===== src/verilog/pab_consts.svh =====
// Overview of operation
// [RULE1] Most pins reset with every setting zero
// [RULE2] Software input: output off, input on
// [RULE3] Software output: output on, input off
// [RULE4] Analog role: output, pulls, input off
// [RULE5] Port B pin 1 resets as debug clock
// [RULE6] Port B pin 2 resets as debug data
// [RULE7] Receive input: first select, input on
// [RULE8] Transmit output: first select, output on
// [RULE9] Serial clock: first select, direction by enable
// [RULE10] Interrupt inputs: output off, input on
// [RULE11] During reset boot pin is pulled-up input
// [RULE12] Boot pin high at release: flash boot
// [RULE13] Boot pin low at release: boot program
// [RULE14] Software enables one function select per pin
// [RULE15] Open drain releases pin while driving one
// [RULE16] Unimplemented setting bits read zero, ignore writes
// [RULE17] Selected peripheral replaces data on the pin
`ifndef PAB_CONSTS_SVH
`define PAB_CONSTS_SVH

`define PAB_ADDR_W        8
`define PAB_PORT_A        2'h0
`define PAB_PORT_B        2'h1
`define PAB_OFF_DATA      6'h00
`define PAB_OFF_OE        6'h04
`define PAB_OFF_FS1       6'h08
`define PAB_OFF_FS2       6'h0c
`define PAB_OFF_OD        6'h28
`define PAB_OFF_PU        6'h2c
`define PAB_OFF_PD        6'h30
`define PAB_OFF_IE        6'h38

`define PAB_RESP_OKAY     2'h0
`define PAB_RESP_SLVERR   2'h2

`define PAB_A_FS1_MASK    8'h00
`define PAB_A_FS2_MASK    8'h00
`define PAB_B_FS1_MASK    8'h0e
`define PAB_B_FS2_MASK    8'h06

`define PAB_ZERO8         8'h00
`define PAB_B_RST_OE      8'h04
`define PAB_B_RST_FS2     8'h06
`define PAB_B_RST_PU      8'h04
`define PAB_B_RST_PD      8'h02
`define PAB_B_RST_IE      8'h06
`define PAB_B_HOLD_PU     8'h05
`define PAB_B_HOLD_IE     8'h07

`define PAB_BIT_PORT_SEL  6
`define PAB_BIT_UNMAPPED  7
`define PAB_BIT_BOOT      0
`define PAB_BIT_RXD       1
`define PAB_BIT_TXD       2
`define PAB_BIT_SCLK      3
`define PAB_BIT_INT_LO    5

`endif


===== src/verilog/pab_pkg.sv =====
`default_nettype none
package pab_pkg;
	typedef struct packed {
		logic [7:0] data;
		logic [7:0] oe;
		logic [7:0] fs1;
		logic [7:0] fs2;
		logic [7:0] od;
		logic [7:0] pu;
		logic [7:0] pd;
		logic [7:0] ie;
	} pab_pincfg_t;

	typedef struct packed {
		logic [7:0] out;
		logic [7:0] oe;
		logic [7:0] pu;
		logic [7:0] pd;
		logic [7:0] ie;
	} pab_pad_t;

	typedef enum logic [3:0] {
		REG_DATA, REG_OE, REG_FS1, REG_FS2, REG_OD, REG_PU, REG_PD, REG_IE, REG_NONE
	} pab_reg_t;
endpackage
`default_nettype wire


===== src/verilog/pab_pin_cell.sv =====
`timescale 1ns/1ps
`default_nettype none
`include "pab_consts.svh"
module pab_pin_cell #(
	parameter logic [7:0] HOLD_PU = `PAB_ZERO8,
	parameter logic [7:0] HOLD_IE = `PAB_ZERO8
) (
	// Clock and reset
	input  wire logic                 aclk,
	input  wire logic                 aresetn,
	// Settings and peripheral sources
	input  wire pab_pkg::pab_pincfg_t cfg,
	input  wire logic [7:0]           alt1_out,
	input  wire logic [7:0]           alt2_out,
	// Pins
	input  wire logic [7:0]           pin_in,
	output var  pab_pkg::pab_pad_t    pad,
	output logic [7:0]                pin_q
);
	import pab_pkg::*;

	wire [7:0] port_mode = ~(cfg.fs1 | cfg.fs2);
	wire [7:0] out_val   = (cfg.fs1 & alt1_out) | (cfg.fs2 & ~cfg.fs1 & alt2_out)
		| (port_mode & cfg.data);  // [RULE17]
	// Pseudo open drain: buffer off for a one, pull-up or outside lifts the line
	wire [7:0] oe_eff    = cfg.oe & ~(cfg.od & out_val);  // [RULE15]

	always_ff @(posedge aclk)
	begin
		if (!aresetn)
		begin
			// Pads have output off in reset, pull-up only where HOLD_PU is set, input only where HOLD_IE is set; boot pin held as pulled-up input
			pad.out <= `PAB_ZERO8;
			pad.oe  <= `PAB_ZERO8;  // [RULE11]
			pad.pu  <= HOLD_PU;  // [RULE11]
			pad.pd  <= `PAB_ZERO8;
			pad.ie  <= HOLD_IE;
			pin_q   <= `PAB_ZERO8;
		end
		else
		begin
			pad.out <= out_val;
			pad.oe  <= oe_eff;
			pad.pu  <= cfg.pu;
			pad.pd  <= cfg.pd;
			pad.ie  <= cfg.ie;
			pin_q   <= pin_in & cfg.ie;
		end
	end
endmodule // pab_pin_cell
`default_nettype wire


===== src/verilog/pab_top.sv =====
`timescale 1ns/1ps
`default_nettype none
`include "pab_consts.svh"
module pab_top (
	// Clock and reset
	input  wire logic                      aclk,
	input  wire logic                      aresetn,
	// AXI4-Lite write address
	input  wire logic                      s_axi_awvalid,
	output logic                           s_axi_awready,
	input  wire logic [`PAB_ADDR_W-1:0]    s_axi_awaddr,
	input  wire logic [2:0]                s_axi_awprot,
	// AXI4-Lite write data
	input  wire logic                      s_axi_wvalid,
	output logic                           s_axi_wready,
	input  wire logic [31:0]               s_axi_wdata,
	input  wire logic [3:0]                s_axi_wstrb,
	// AXI4-Lite write response
	output logic                           s_axi_bvalid,
	input  wire logic                      s_axi_bready,
	output logic [1:0]                     s_axi_bresp,
	// AXI4-Lite read address
	input  wire logic                      s_axi_arvalid,
	output logic                           s_axi_arready,
	input  wire logic [`PAB_ADDR_W-1:0]    s_axi_araddr,
	input  wire logic [2:0]                s_axi_arprot,
	// AXI4-Lite read data
	output logic                           s_axi_rvalid,
	input  wire logic                      s_axi_rready,
	output logic [31:0]                    s_axi_rdata,
	output logic [1:0]                     s_axi_rresp,
	// Port A pins
	input  wire logic [7:0]                porta_pin_in,
	output var  pab_pkg::pab_pad_t         porta_pad,
	// Port B pins
	input  wire logic [7:0]                portb_pin_in,
	output var  pab_pkg::pab_pad_t         portb_pad,
	// Serial channel
	input  wire logic                      serial_channel_transmit,
	input  wire logic                      serial_channel_clock_out,
	output logic                           serial_channel_receive,
	output logic                           serial_channel_clock_in,
	// Serial-wire debug
	input  wire logic                      debug_data_out,
	output logic                           debug_clock,
	output logic                           debug_data_in,
	// External interrupt inputs
	output logic [2:0]                     external_interrupt,
	// Boot selection
	output logic                           boot_flash,
	output logic                           boot_valid
);
	import pab_pkg::*;

	pab_pincfg_t cfg_q [2];
	pab_pincfg_t cfg_d [2];
	logic [7:0]  pin_q [2];
	logic [`PAB_ADDR_W-1:0] awaddr_q;
	logic [7:0]  wbyte_q;
	logic        wen_q;
	logic        boot_armed_q;

	// Address decoding shared by both channels
	function automatic pab_reg_t decode_reg(input logic [`PAB_ADDR_W-1:0] addr);
		logic [5:0] off;
		off = addr[5:0];
		if (addr[`PAB_BIT_UNMAPPED] || addr[1:0] != 2'h0)
			decode_reg = REG_NONE;
		else if (off == `PAB_OFF_DATA)
			decode_reg = REG_DATA;
		else if (off == `PAB_OFF_OE)
			decode_reg = REG_OE;
		else if (off == `PAB_OFF_FS1 && addr[`PAB_BIT_PORT_SEL])
			decode_reg = REG_FS1;
		else if (off == `PAB_OFF_FS2 && addr[`PAB_BIT_PORT_SEL])
			decode_reg = REG_FS2;
		else if (off == `PAB_OFF_OD)
			decode_reg = REG_OD;
		else if (off == `PAB_OFF_PU)
			decode_reg = REG_PU;
		else if (off == `PAB_OFF_PD)
			decode_reg = REG_PD;
		else if (off == `PAB_OFF_IE)
			decode_reg = REG_IE;
		else
			decode_reg = REG_NONE;
	endfunction

	// Apply one byte write; select bits without a function stay zero
	function automatic pab_pincfg_t write_cfg(input pab_pincfg_t cur, input pab_reg_t r,
		input logic [7:0] v, input logic [7:0] m1, input logic [7:0] m2);
		pab_pincfg_t n;
		n = cur;
		case (r)
			REG_DATA: n.data = v;
			REG_OE:   n.oe   = v;
			REG_FS1:  n.fs1  = v & m1;  // [RULE16]
			REG_FS2:  n.fs2  = v & m2;  // [RULE16]
			REG_OD:   n.od   = v;
			REG_PU:   n.pu   = v;
			REG_PD:   n.pd   = v;
			REG_IE:   n.ie   = v;
			default:  n      = cur;
		endcase
		write_cfg = n;
	endfunction

	// Data reads show the pin where input is enabled, the latch elsewhere
	function automatic logic [7:0] read_cfg(input pab_pincfg_t c, input pab_reg_t r,
		input logic [7:0] pins);
		case (r)
			REG_DATA: read_cfg = (c.ie & pins) | (~c.ie & c.data);
			REG_OE:   read_cfg = c.oe;
			REG_FS1:  read_cfg = c.fs1;
			REG_FS2:  read_cfg = c.fs2;
			REG_OD:   read_cfg = c.od;
			REG_PU:   read_cfg = c.pu;
			REG_PD:   read_cfg = c.pd;
			REG_IE:   read_cfg = c.ie;
			default:  read_cfg = `PAB_ZERO8;
		endcase
	endfunction

	// Write path: address and data may arrive in either order
	wire       aw_take  = s_axi_awvalid & s_axi_awready;
	wire       w_take   = s_axi_wvalid & s_axi_wready;
	wire       wr_fire  = ~s_axi_awready & ~s_axi_wready & ~s_axi_bvalid;
	wire [1:0] wr_port  = {1'b0, awaddr_q[`PAB_BIT_PORT_SEL]};
	pab_reg_t  wr_reg;
	assign wr_reg = decode_reg(awaddr_q);
	wire       wr_hit   = (wr_reg != REG_NONE);
	wire       wr_do    = wr_fire & wr_hit & wen_q;
	wire       b_done   = s_axi_bvalid & s_axi_bready;

	// Read path: answered on the same edge that takes the address
	wire       ar_take  = s_axi_arvalid & s_axi_arready;
	pab_reg_t  rd_reg;
	assign rd_reg = decode_reg(s_axi_araddr);
	wire       rd_b     = s_axi_araddr[`PAB_BIT_PORT_SEL];
	wire [7:0] rd_byte  = rd_b ? read_cfg(cfg_q[1], rd_reg, pin_q[1])
		: read_cfg(cfg_q[0], rd_reg, pin_q[0]);
	wire       r_done   = s_axi_rvalid & s_axi_rready;

	assign cfg_d[0] = (wr_do && wr_port == `PAB_PORT_A)
		? write_cfg(cfg_q[0], wr_reg, wbyte_q, `PAB_A_FS1_MASK, `PAB_A_FS2_MASK) : cfg_q[0];
	assign cfg_d[1] = (wr_do && wr_port == `PAB_PORT_B)
		? write_cfg(cfg_q[1], wr_reg, wbyte_q, `PAB_B_FS1_MASK, `PAB_B_FS2_MASK) : cfg_q[1];

	always_ff @(posedge aclk)
	begin
		if (!aresetn)
		begin
			s_axi_awready <= 1'b1;
			s_axi_wready  <= 1'b1;
			s_axi_bvalid  <= 1'b0;
			s_axi_bresp   <= `PAB_RESP_OKAY;
			awaddr_q      <= '0;
			wbyte_q       <= `PAB_ZERO8;
			wen_q         <= 1'b0;
		end
		else
		begin
			if (aw_take)
			begin
				s_axi_awready <= 1'b0;
				awaddr_q      <= s_axi_awaddr;
			end
			if (w_take)
			begin
				s_axi_wready <= 1'b0;
				wbyte_q      <= s_axi_wdata[7:0];
				wen_q        <= s_axi_wstrb[0];
			end
			if (wr_fire)
			begin
				s_axi_bvalid <= 1'b1;
				s_axi_bresp  <= wr_hit ? `PAB_RESP_OKAY : `PAB_RESP_SLVERR;
			end
			if (b_done)
			begin
				s_axi_bvalid  <= 1'b0;
				s_axi_awready <= 1'b1;
				s_axi_wready  <= 1'b1;
			end
		end
	end

	always_ff @(posedge aclk)
	begin
		if (!aresetn)
		begin
			s_axi_arready <= 1'b1;
			s_axi_rvalid  <= 1'b0;
			s_axi_rdata   <= '0;
			s_axi_rresp   <= `PAB_RESP_OKAY;
		end
		else if (ar_take)
		begin
			s_axi_arready <= 1'b0;
			s_axi_rvalid  <= 1'b1;
			s_axi_rdata   <= {24'h000000, rd_byte};  // [RULE16]
			s_axi_rresp   <= (rd_reg == REG_NONE) ? `PAB_RESP_SLVERR : `PAB_RESP_OKAY;
		end
		else if (r_done)
		begin
			s_axi_arready <= 1'b1;
			s_axi_rvalid  <= 1'b0;
		end
	end

	// Settings; port B debug pins come up in their debug role
	always_ff @(posedge aclk)
	begin
		if (!aresetn)
		begin
			cfg_q[0] <= '0;  // [RULE1]
			cfg_q[1] <= '{data: `PAB_ZERO8, oe: `PAB_B_RST_OE, fs1: `PAB_ZERO8,
				fs2: `PAB_B_RST_FS2, od: `PAB_ZERO8, pu: `PAB_B_RST_PU,
				pd: `PAB_B_RST_PD, ie: `PAB_B_RST_IE};  // [RULE1] [RULE5] [RULE6]
		end
		else
		begin
			cfg_q[0] <= cfg_d[0];
			cfg_q[1] <= cfg_d[1];
		end
	end

	// Port A carries no digital alternate; analog pins need all enables off
	pab_pin_cell #(
		.HOLD_PU (`PAB_ZERO8),
		.HOLD_IE (`PAB_ZERO8)
	) u_porta (
		.aclk     (aclk),
		.aresetn  (aresetn),
		.cfg      (cfg_q[0]),
		.alt1_out (`PAB_ZERO8),
		.alt2_out (`PAB_ZERO8),
		.pin_in   (porta_pin_in),
		.pad      (porta_pad),
		.pin_q    (pin_q[0])
	);  // [RULE4]

	wire [7:0] b_alt1 = {4'h0, serial_channel_clock_out, serial_channel_transmit, 2'h0};  // [RULE8] [RULE9]
	wire [7:0] b_alt2 = {5'h00, debug_data_out, 2'h0};  // [RULE6]

	pab_pin_cell #(
		.HOLD_PU (`PAB_B_HOLD_PU),
		.HOLD_IE (`PAB_B_HOLD_IE)
	) u_portb (
		.aclk     (aclk),
		.aresetn  (aresetn),
		.cfg      (cfg_q[1]),
		.alt1_out (b_alt1),
		.alt2_out (b_alt2),
		.pin_in   (portb_pin_in),
		.pad      (portb_pad),
		.pin_q    (pin_q[1])
	);  // [RULE11]

	// Serial and debug inputs only see a pin whose function is selected
	wire [7:0] b_sel1 = pin_q[1] & cfg_q[1].fs1;
	wire [7:0] b_sel2 = pin_q[1] & cfg_q[1].fs2;

	always_ff @(posedge aclk)
	begin
		if (!aresetn)
		begin
			serial_channel_receive  <= 1'b0;
			serial_channel_clock_in <= 1'b0;
			debug_clock             <= 1'b0;
			debug_data_in           <= 1'b0;
			external_interrupt      <= 3'h0;
		end
		else
		begin
			serial_channel_receive  <= b_sel1[`PAB_BIT_RXD];  // [RULE7]
			serial_channel_clock_in <= b_sel1[`PAB_BIT_SCLK] & ~cfg_q[1].oe[`PAB_BIT_SCLK];  // [RULE9]
			debug_clock             <= b_sel2[`PAB_BIT_RXD];  // [RULE5]
			debug_data_in           <= b_sel2[`PAB_BIT_TXD];  // [RULE6]
			// Pin input is already gated by its input enable
			external_interrupt      <= pin_q[1][`PAB_BIT_INT_LO +: 3];  // [RULE10] [RULE2]
		end
	end

	// Boot pin is sampled once, on the first edge after reset release
	always_ff @(posedge aclk)
	begin
		if (!aresetn)
		begin
			boot_armed_q <= 1'b1;
			boot_flash   <= 1'b0;
			boot_valid   <= 1'b0;
		end
		else if (boot_armed_q)
		begin
			boot_armed_q <= 1'b0;
			boot_flash   <= portb_pin_in[`PAB_BIT_BOOT];  // [RULE12] [RULE13]
			boot_valid   <= 1'b1;
		end
	end
endmodule // pab_top
`default_nettype wire


===== config.mk =====
export PLATFORM = sky130hd
export DESIGN_NAME = pab_top
export DESIGN_NICKNAME = d
export VERILOG_FILES = /design/src/verilog/pab_pkg.sv /design/src/verilog/pab_pin_cell.sv /design/src/verilog/pab_top.sv
export VERILOG_INCLUDE_DIRS = /design/src /design/src/verilog
export SDC_FILE = /design/constraint.sdc
export NUM_CORES = 1
export LEC_CHECK = 0
export BUFFER_PORTS_ARGS = -buffer_cell sky130_fd_sc_hd__buf_2
export CORE_MARGIN = 2
export CORE_UTILIZATION = 49
export CTS_BUF_LIST = sky130_fd_sc_hd__clkbuf_16
export CTS_CLUSTER_DIAMETER = 80
export CTS_CLUSTER_SIZE = 25
export DETAILED_ROUTE_END_ITERATION = 10
export PLACE_DENSITY_LB_ADDON = 0.08
export RECOVER_POWER = 100
export SLEW_MARGIN = 20
export SYNTH_ARGS = -nofsm -noshare
export SYNTH_HDL_FRONTEND = slang
export SYNTH_HIERARCHICAL = 1
export SYNTH_SLANG_ARGS = --single-unit

===== constraint.sdc =====
create_clock -name aclk -period 2 [get_ports aclk]
set_clock_uncertainty 0.15 [all_clocks]
set_input_delay 0.1 -clock aclk [delete_from_list [all_inputs] [get_ports aclk]]
set_output_delay 0.1 -clock aclk [all_outputs]
set_load 0.03 [all_outputs]

## Word-level counts from Yosys, hierarchy flattened

Memories as Yosys holds them, arrays and structs flattened.
Cells that the tools add are included.

- Register bits: 140
- Bits in latches: 0
- ROM bits: 0
- Memories kept: 1
- Memory bits (writable): 128

Memories:

| name | depth | bits a word | read ports | clocked after memory_dff | write ports | RTL line | source |
|---|---|---|---|---|---|---|---|
| cfg_q | 2 | 64 | 2 | 0 | 2 | pab_top.sv:55 | `pab_pincfg_t cfg_q [2];` |

- Magnitude comparators: 0
- Add/subtract/negate cells: 0
- Equal/unequal tests: 30
- Multipliers: 0
- Multiplexer cells: 49
- Div/mod/pow operators: 0
- Reductions and logical operators: 17
- Bitwise logic cells: 47
- Shift operators: 0

Operators by type and width:

| kind | number |
|---|---|
| $mux W64 | 4 |
| $mux W8 | 17 |
| $pmux W8 S8 | 2 |
| $and A8 B8 Y8 | 13 |
| $mux W4 | 18 |
| $not A8 Y8 | 7 |
| $eq A6 B6 Y1 const B | 8 |
| $or A8 B8 Y8 | 6 |
| $eq A4 B3 Y1 const B | 8 |
| $eq A6 B4 Y1 const B | 4 |
| $eq A4 B2 Y1 const B | 4 |
| $eq A6 B3 Y1 const B | 2 |
| $logic_not A6 Y1 | 2 |
| $and A1 B1 Y1 | 10 |
| $and A8 B3 Y8 | 1 |
| $and A8 B4 Y8 | 1 |
| $eq A4 B1 Y1 const B | 2 |
| $logic_not A4 Y1 | 2 |
| $logic_and A1 B1 Y1 | 6 |
| $mux W1 | 6 |
| $reduce_bool A2 Y1 | 3 |
| $not A1 Y1 | 5 |
| $and A4 B4 Y4 | 1 |
| $eq A4 B4 Y1 const B | 1 |
| 7 further kinds | 10 |

## Longest topological paths before layout

- Word-level depth: 16
- Mapped depth: 9

## Hierarchy

The synthesis kept the hierarchy.

Modules (own cells, without submodules):

| module | times used | area each (um^2) | seq. area each (um^2) | cells an instance |
|---|---|---|---|---|
| pab_top | 1 | 6741.5 | 2862.7 | 725 |
| pab_pin_cell (u_portb) | 1 | 1490.2 | 960.9 | 133 |
| pab_pin_cell (u_porta) | 1 | 1487.7 | 960.9 | 133 |

## Worst setup path before layout

No wires, ideal clock.

- Kind: flip-flop to flip-flop
- Start point: register s_axi_bvalid
- End point: memory cfg_q[0][57] (netlist name)
- Buffers on the path: 1
- Setup time: 0.128 ns
- Stages on the path, launching flop included: 8
- Setup slack: -0.240 ns
- Period minus slack after synthesis: 2.240 ns
- Arrival time: 1.962 ns
- Cells stage by stage: dfxtp_1 > nor3_4 > o2111ai_2 > nor4b_4 > nor3b_2 > buf_6 > mux2i_1 > nor2_1

RTL lines:

| element | RTL line | source |
|---|---|---|
| from (decl) | pab_top.sv:19 | `output logic s_axi_bvalid,` |
| from (signal assigned) | pab_top.sv:155 | `s_axi_bvalid <= 1'b0;` |
| from (signal assigned) | pab_top.sv:176 | `s_axi_bvalid <= 1'b1;` |
| from (signal assigned) | pab_top.sv:181 | `s_axi_bvalid <= 1'b0;` |
| to (decl) | pab_top.sv:55 |  |

==> flow_results.org <==
** Placement
- Routability-driven placement finished with a final weighted congestion of ~0.85.
- Once detailed placement completed, the half-perimeter wirelength came to around 18 mm.
- Inst Count DP :: ~1.5k
- The placed instances occupy a cell area of between 10000 and 15000 µm².
- Number of buffer cells added on primary ports :: around 150

** Pwr
- Sequential fraction of design power :: 55.9%
- Leakage :: around 5.9 nW
- The internal power of the cells totals about 6.5 mW.
- Peak ir drop on the vdd network :: around 0.00053 V
- Power spread over the standard cell area amounts to ~680 nW/µm².
- NetSw :: roughly 2.2 mW
- Combinational logic burns 9.5% of the power.
- Net switching is 25.1% of the power.
- The share of total power dissipated in the clock network is between 30% and 40%.

** Worst hold path
- The worst hold path belongs to the class input port to flip-flop.

** Floorplanning
- The die covers between 20000 and 25000 µm².
- The die is around 140 µm wide.
- Total core area :: 19500 µm²
- Chip Height :: 145 µm
- In this run the count of I/O pins placed on the die edge is 214.
- Initial standard-cell utilization of the core :: between 40% and 50%
- In this run the core area contains 51 standard-cell rows.

** Global routing
- The first global-routing pass estimated ~40 mm of wire.
- For this run, the total global-route usage over all layers was measured as between 20% and 30%.
- The number of global-route vias before repair is around 7.6k.
- The initial antenna violation count was 0.
- Global routing finished with a remaining overflow of 0.
- Entering global routing, the biggest net connects 120 pins.

** Routing
- Using the TritonRoute via totals, the vias-per-cell ratio works out to around 5.
- Number of iterations in the first detailed-routing pass :: 4
- Detailed-route via count :: approximately 8.0k
- Number of routed nets with antenna violations :: 0
- After detailed routing, the number of remaining DRC violations is 0.
- Routed Wire Length :: between 20 and 30 mm
- After the first detailed-routing iteration, the DRC count stood at approximately 470.
- After detailed routing, the average wire length per cell comes to around 16 µm.

** Logic synthesis
- The synthesized netlist occupies a cell area of 9720 µm².
- Ys flop type :: dfxtp_1
- Post-Synthesis Cells :: 991
- Number of different library cells in the post-synthesis netlist :: 60
- For this run, asynchronously set or reset flops after synthesis account for 0%.
- Dividing the synthesized area by the synthesized cell count gives approximately 9.8 µm².
- Number of synthesized register bits :: between 200 and 250
- Counting flops with a built-in enable in the synthesized netlist gives 0.
- For this run, the register share of the synthesized area comes to about half.
- For this run, the number of Yosys warnings is 6.

** Setup path
- For the worst flop-to-flop path, the logic depth is 7.
- Worst Path Class, Setup :: flip-flop to flip-flop
- The worst setup path is launched from a flip-flop.
- Endpoint of the most critical setup path :: cfg_q[0][13]
- Biggest fanout along the worst timing path :: 8
- In this run the worst setup path begins at awaddr_q[7].
- Register-to-register setup slack :: -0.14 ns
- The worst setup path is captured at a flip-flop.
- Data on the critical path arrives at its endpoint at roughly 2.4 ns.
- End of the worst register-to-register path :: cfg_q[0][13]
- At the worst endpoint, the required time is around 2.2 ns.
- RR Startpoint :: awaddr_q[7]

** STA
- Actual slew at the worst max-slew pin :: around 0.66 ns
- Fmax :: between 400 and 500 MHz
- Hold timing on the final database bottoms out at a slack of between 0.02 and 0.025 ns.
- In this run the tightest slew margin relative to its limit is a little under three fifths.
- Setup repair after global routing could not meet its margin everywhere.
- Count of endpoints failing setup in the final report :: 81
- Final count of pins violating max slew :: 0
- Counting I/O delays and the setup requirement, the final critical path takes approximately 2.1 ns.
- Final Hold Fails :: 0
- Setup WS post-layout :: -0.145 ns
- The worst path uses 107% of the clock period.

** Finish
- The library cell used most frequently in the layout, excluding fill and tap cells, is dfxtp_1.
- The library cells used most frequently in the layout, excluding fill and tap cells, are dfxtp_1 (231), buf_2 (152), mux2i_1 (131), nor2_1 (109), conb_1 (109).
- For this run, the post-layout net count is 1417.
- Syn-to-layout area delta :: 32.3%
- Non-filler cells, final :: 1604
- After routing the design area is between 10000 and 15000 µm².
- End-of-flow core utilization :: between 60% and 70%
- Cells with a size suffix above 1 make up roughly a quarter of the layout.
- Count of inserted antenna diode cells :: 0
- Layout filler cell count :: 1596

** Clock tree
- The tree is rooted in a clkbuf_16.
- Maximum buffer depth of the clock tree :: 3
- TritonCTS Buffers :: 14
- Clock tree from TritonCTS :: yes
- Clock Sinks :: roughly 240
- Clock latency on the worst-skew pair, taken at its later pin, is ~0.49 ns.
- Worst-path clk slew :: about 0.10 ns
- H-tree depth :: 1

** Run
- # Max-Cap Violations :: 0

** Run status
- Status :: finished with violations
- Failing checks :: setup timing
[power groups by stage]
stage          registers, mW  logic, mW  clock network (mW)
2_1_floorplan           5.04      0.423                   0
4_1_cts                 4.89      0.787                3.09
5_1_grt                 4.90      0.904                3.25
3_3_place_gp            5.00      0.688                   0
6_report                4.89      0.833                3.02
3_5_place_dp            5.00      0.690                   0
[area by class of cell]
| class | instances | area [µm²] | area share (%) |
|---|---|---|---|
| Clock buffer | 15 | 375 | 2.92 |
| Clock inverter | 7 | 50.0 | 0.389 |
| Inverter | 7 | 28.8 | 0.224 |
| Multi-Input combinational cell | 767 | 5010 | 38.9 |
| Sequential cell | 239 | 4800 | 37.4 |
| Tap cell | 265 | 332 | 2.58 |
| Timing Repair Buffer | 304 | 2260 | 17.6 |
[routing by layer]
metal	global-route usage, %	part of all wire [%]
met1	31.2	44
met2	42.9	50
met4	6.80	2.6
met3	3.26	4.1
met5	0	0
[sequential cells by signal, indices dropped and copies added (netlist names), 3 cells and up]
name / count
s_axi_rdata: 8
awaddr_q: 8
u_porta/pad: 40
external_interrupt: 3
u_portb/pad: 40
wbyte_q: 8
u_portb/pin_q: 8
cfg_q: 101
u_porta/pin_q: 8
[through the flow]
stage / total power [mW] / setup TNS (ns) / setup slack (ns)
2_1_floorplan: 5.47 / -4.52 / -0.139
3_3_place_gp: 5.69 / -8.20 / -0.169
3_5_place_dp: 5.69 / -10.55 / -0.200
4_1_cts: 8.76 / -5.13 / -0.128
5_1_grt: 9.06 / -12.52 / -0.214
6_report: 8.74 / -5.41 / -0.145
[how the worst min path moves through the flow]
stage                                from               end  slack, ns  cells after the start
after floorplan              s_axi_bready     s_axi_awready       0.09                      2
after global placement    portb_pin_in[7]  u_portb/pin_q[7]       0.18                      2
after detailed placement     s_axi_wvalid      s_axi_wready       0.18                      2
after CTS                   s_axi_arvalid    s_axi_rresp[1]      0.009                      3
after global routing        s_axi_arvalid    s_axi_rresp[1]       0.02                      3
final                       s_axi_arvalid    s_axi_rresp[1]       0.02                      3
[cell usage after synthesis (6+ instances only)]
cell | instances | area [µm²]
o32ai_1 | 6 | 52.6
a21oi_1 | 34 | 170
nand2b_1 | 26 | 163
and3_1 | 41 | 257
nor2_1 | 111 | 417
o21ai_0 | 21 | 105
mux2_2 | 9 | 101
nor2b_1 | 29 | 181
nand2_1 | 54 | 203
nand3_1 | 26 | 130
dfxtp_1 | 239 | 4780
a211oi_1 | 9 | 67.6
mux2i_1 | 133 | 1330
a31oi_1 | 17 | 106
nor3_1 | 7 | 35.0
o211ai_1 | 7 | 52.6
buf_2 | 15 | 75.1
and2_1 | 48 | 300
a211o_1 | 16 | 140
buf_4 | 34 | 255
clkbuf_1 | 30 | 113
inv_1 | 7 | 26.3
a32oi_1 | 8 | 70.1
[what timing repair did]
action                                  CTS  global route
resized for setup                        23            33
buffers inserted                          7             3
hold endpoints to repair                 63             0
cloned                                    0             1
pin swaps                                19            43
endpoints found under the setup margin   93           103
hold buffers                             52             0
[kinds of logic (layout without fill, tap and decap cells)]
kind of cell    after synthesis  after routing  share of synthesized area [%]
simple gates                369            369                           20.2
flops                       239            239                           49.2
compound gates              146            146                           10.3
mux                         142            142                           14.7
buf+inv                      93            333                           5.34
other cells                   1            109                         0.0386
xor+xnor                      1              1                         0.0901
[critical path, cell delays in order, from the launching register on]
cell and delay [ns]:
dfxtp_2 0.33, or3_4 0.42, nor4_4 0.26, buf_4 0.19, and4b_1 0.24, buf_12 0.15
mux2i_2 0.21, nor2_1 0.07
Power figures use the tool's default switching activity.
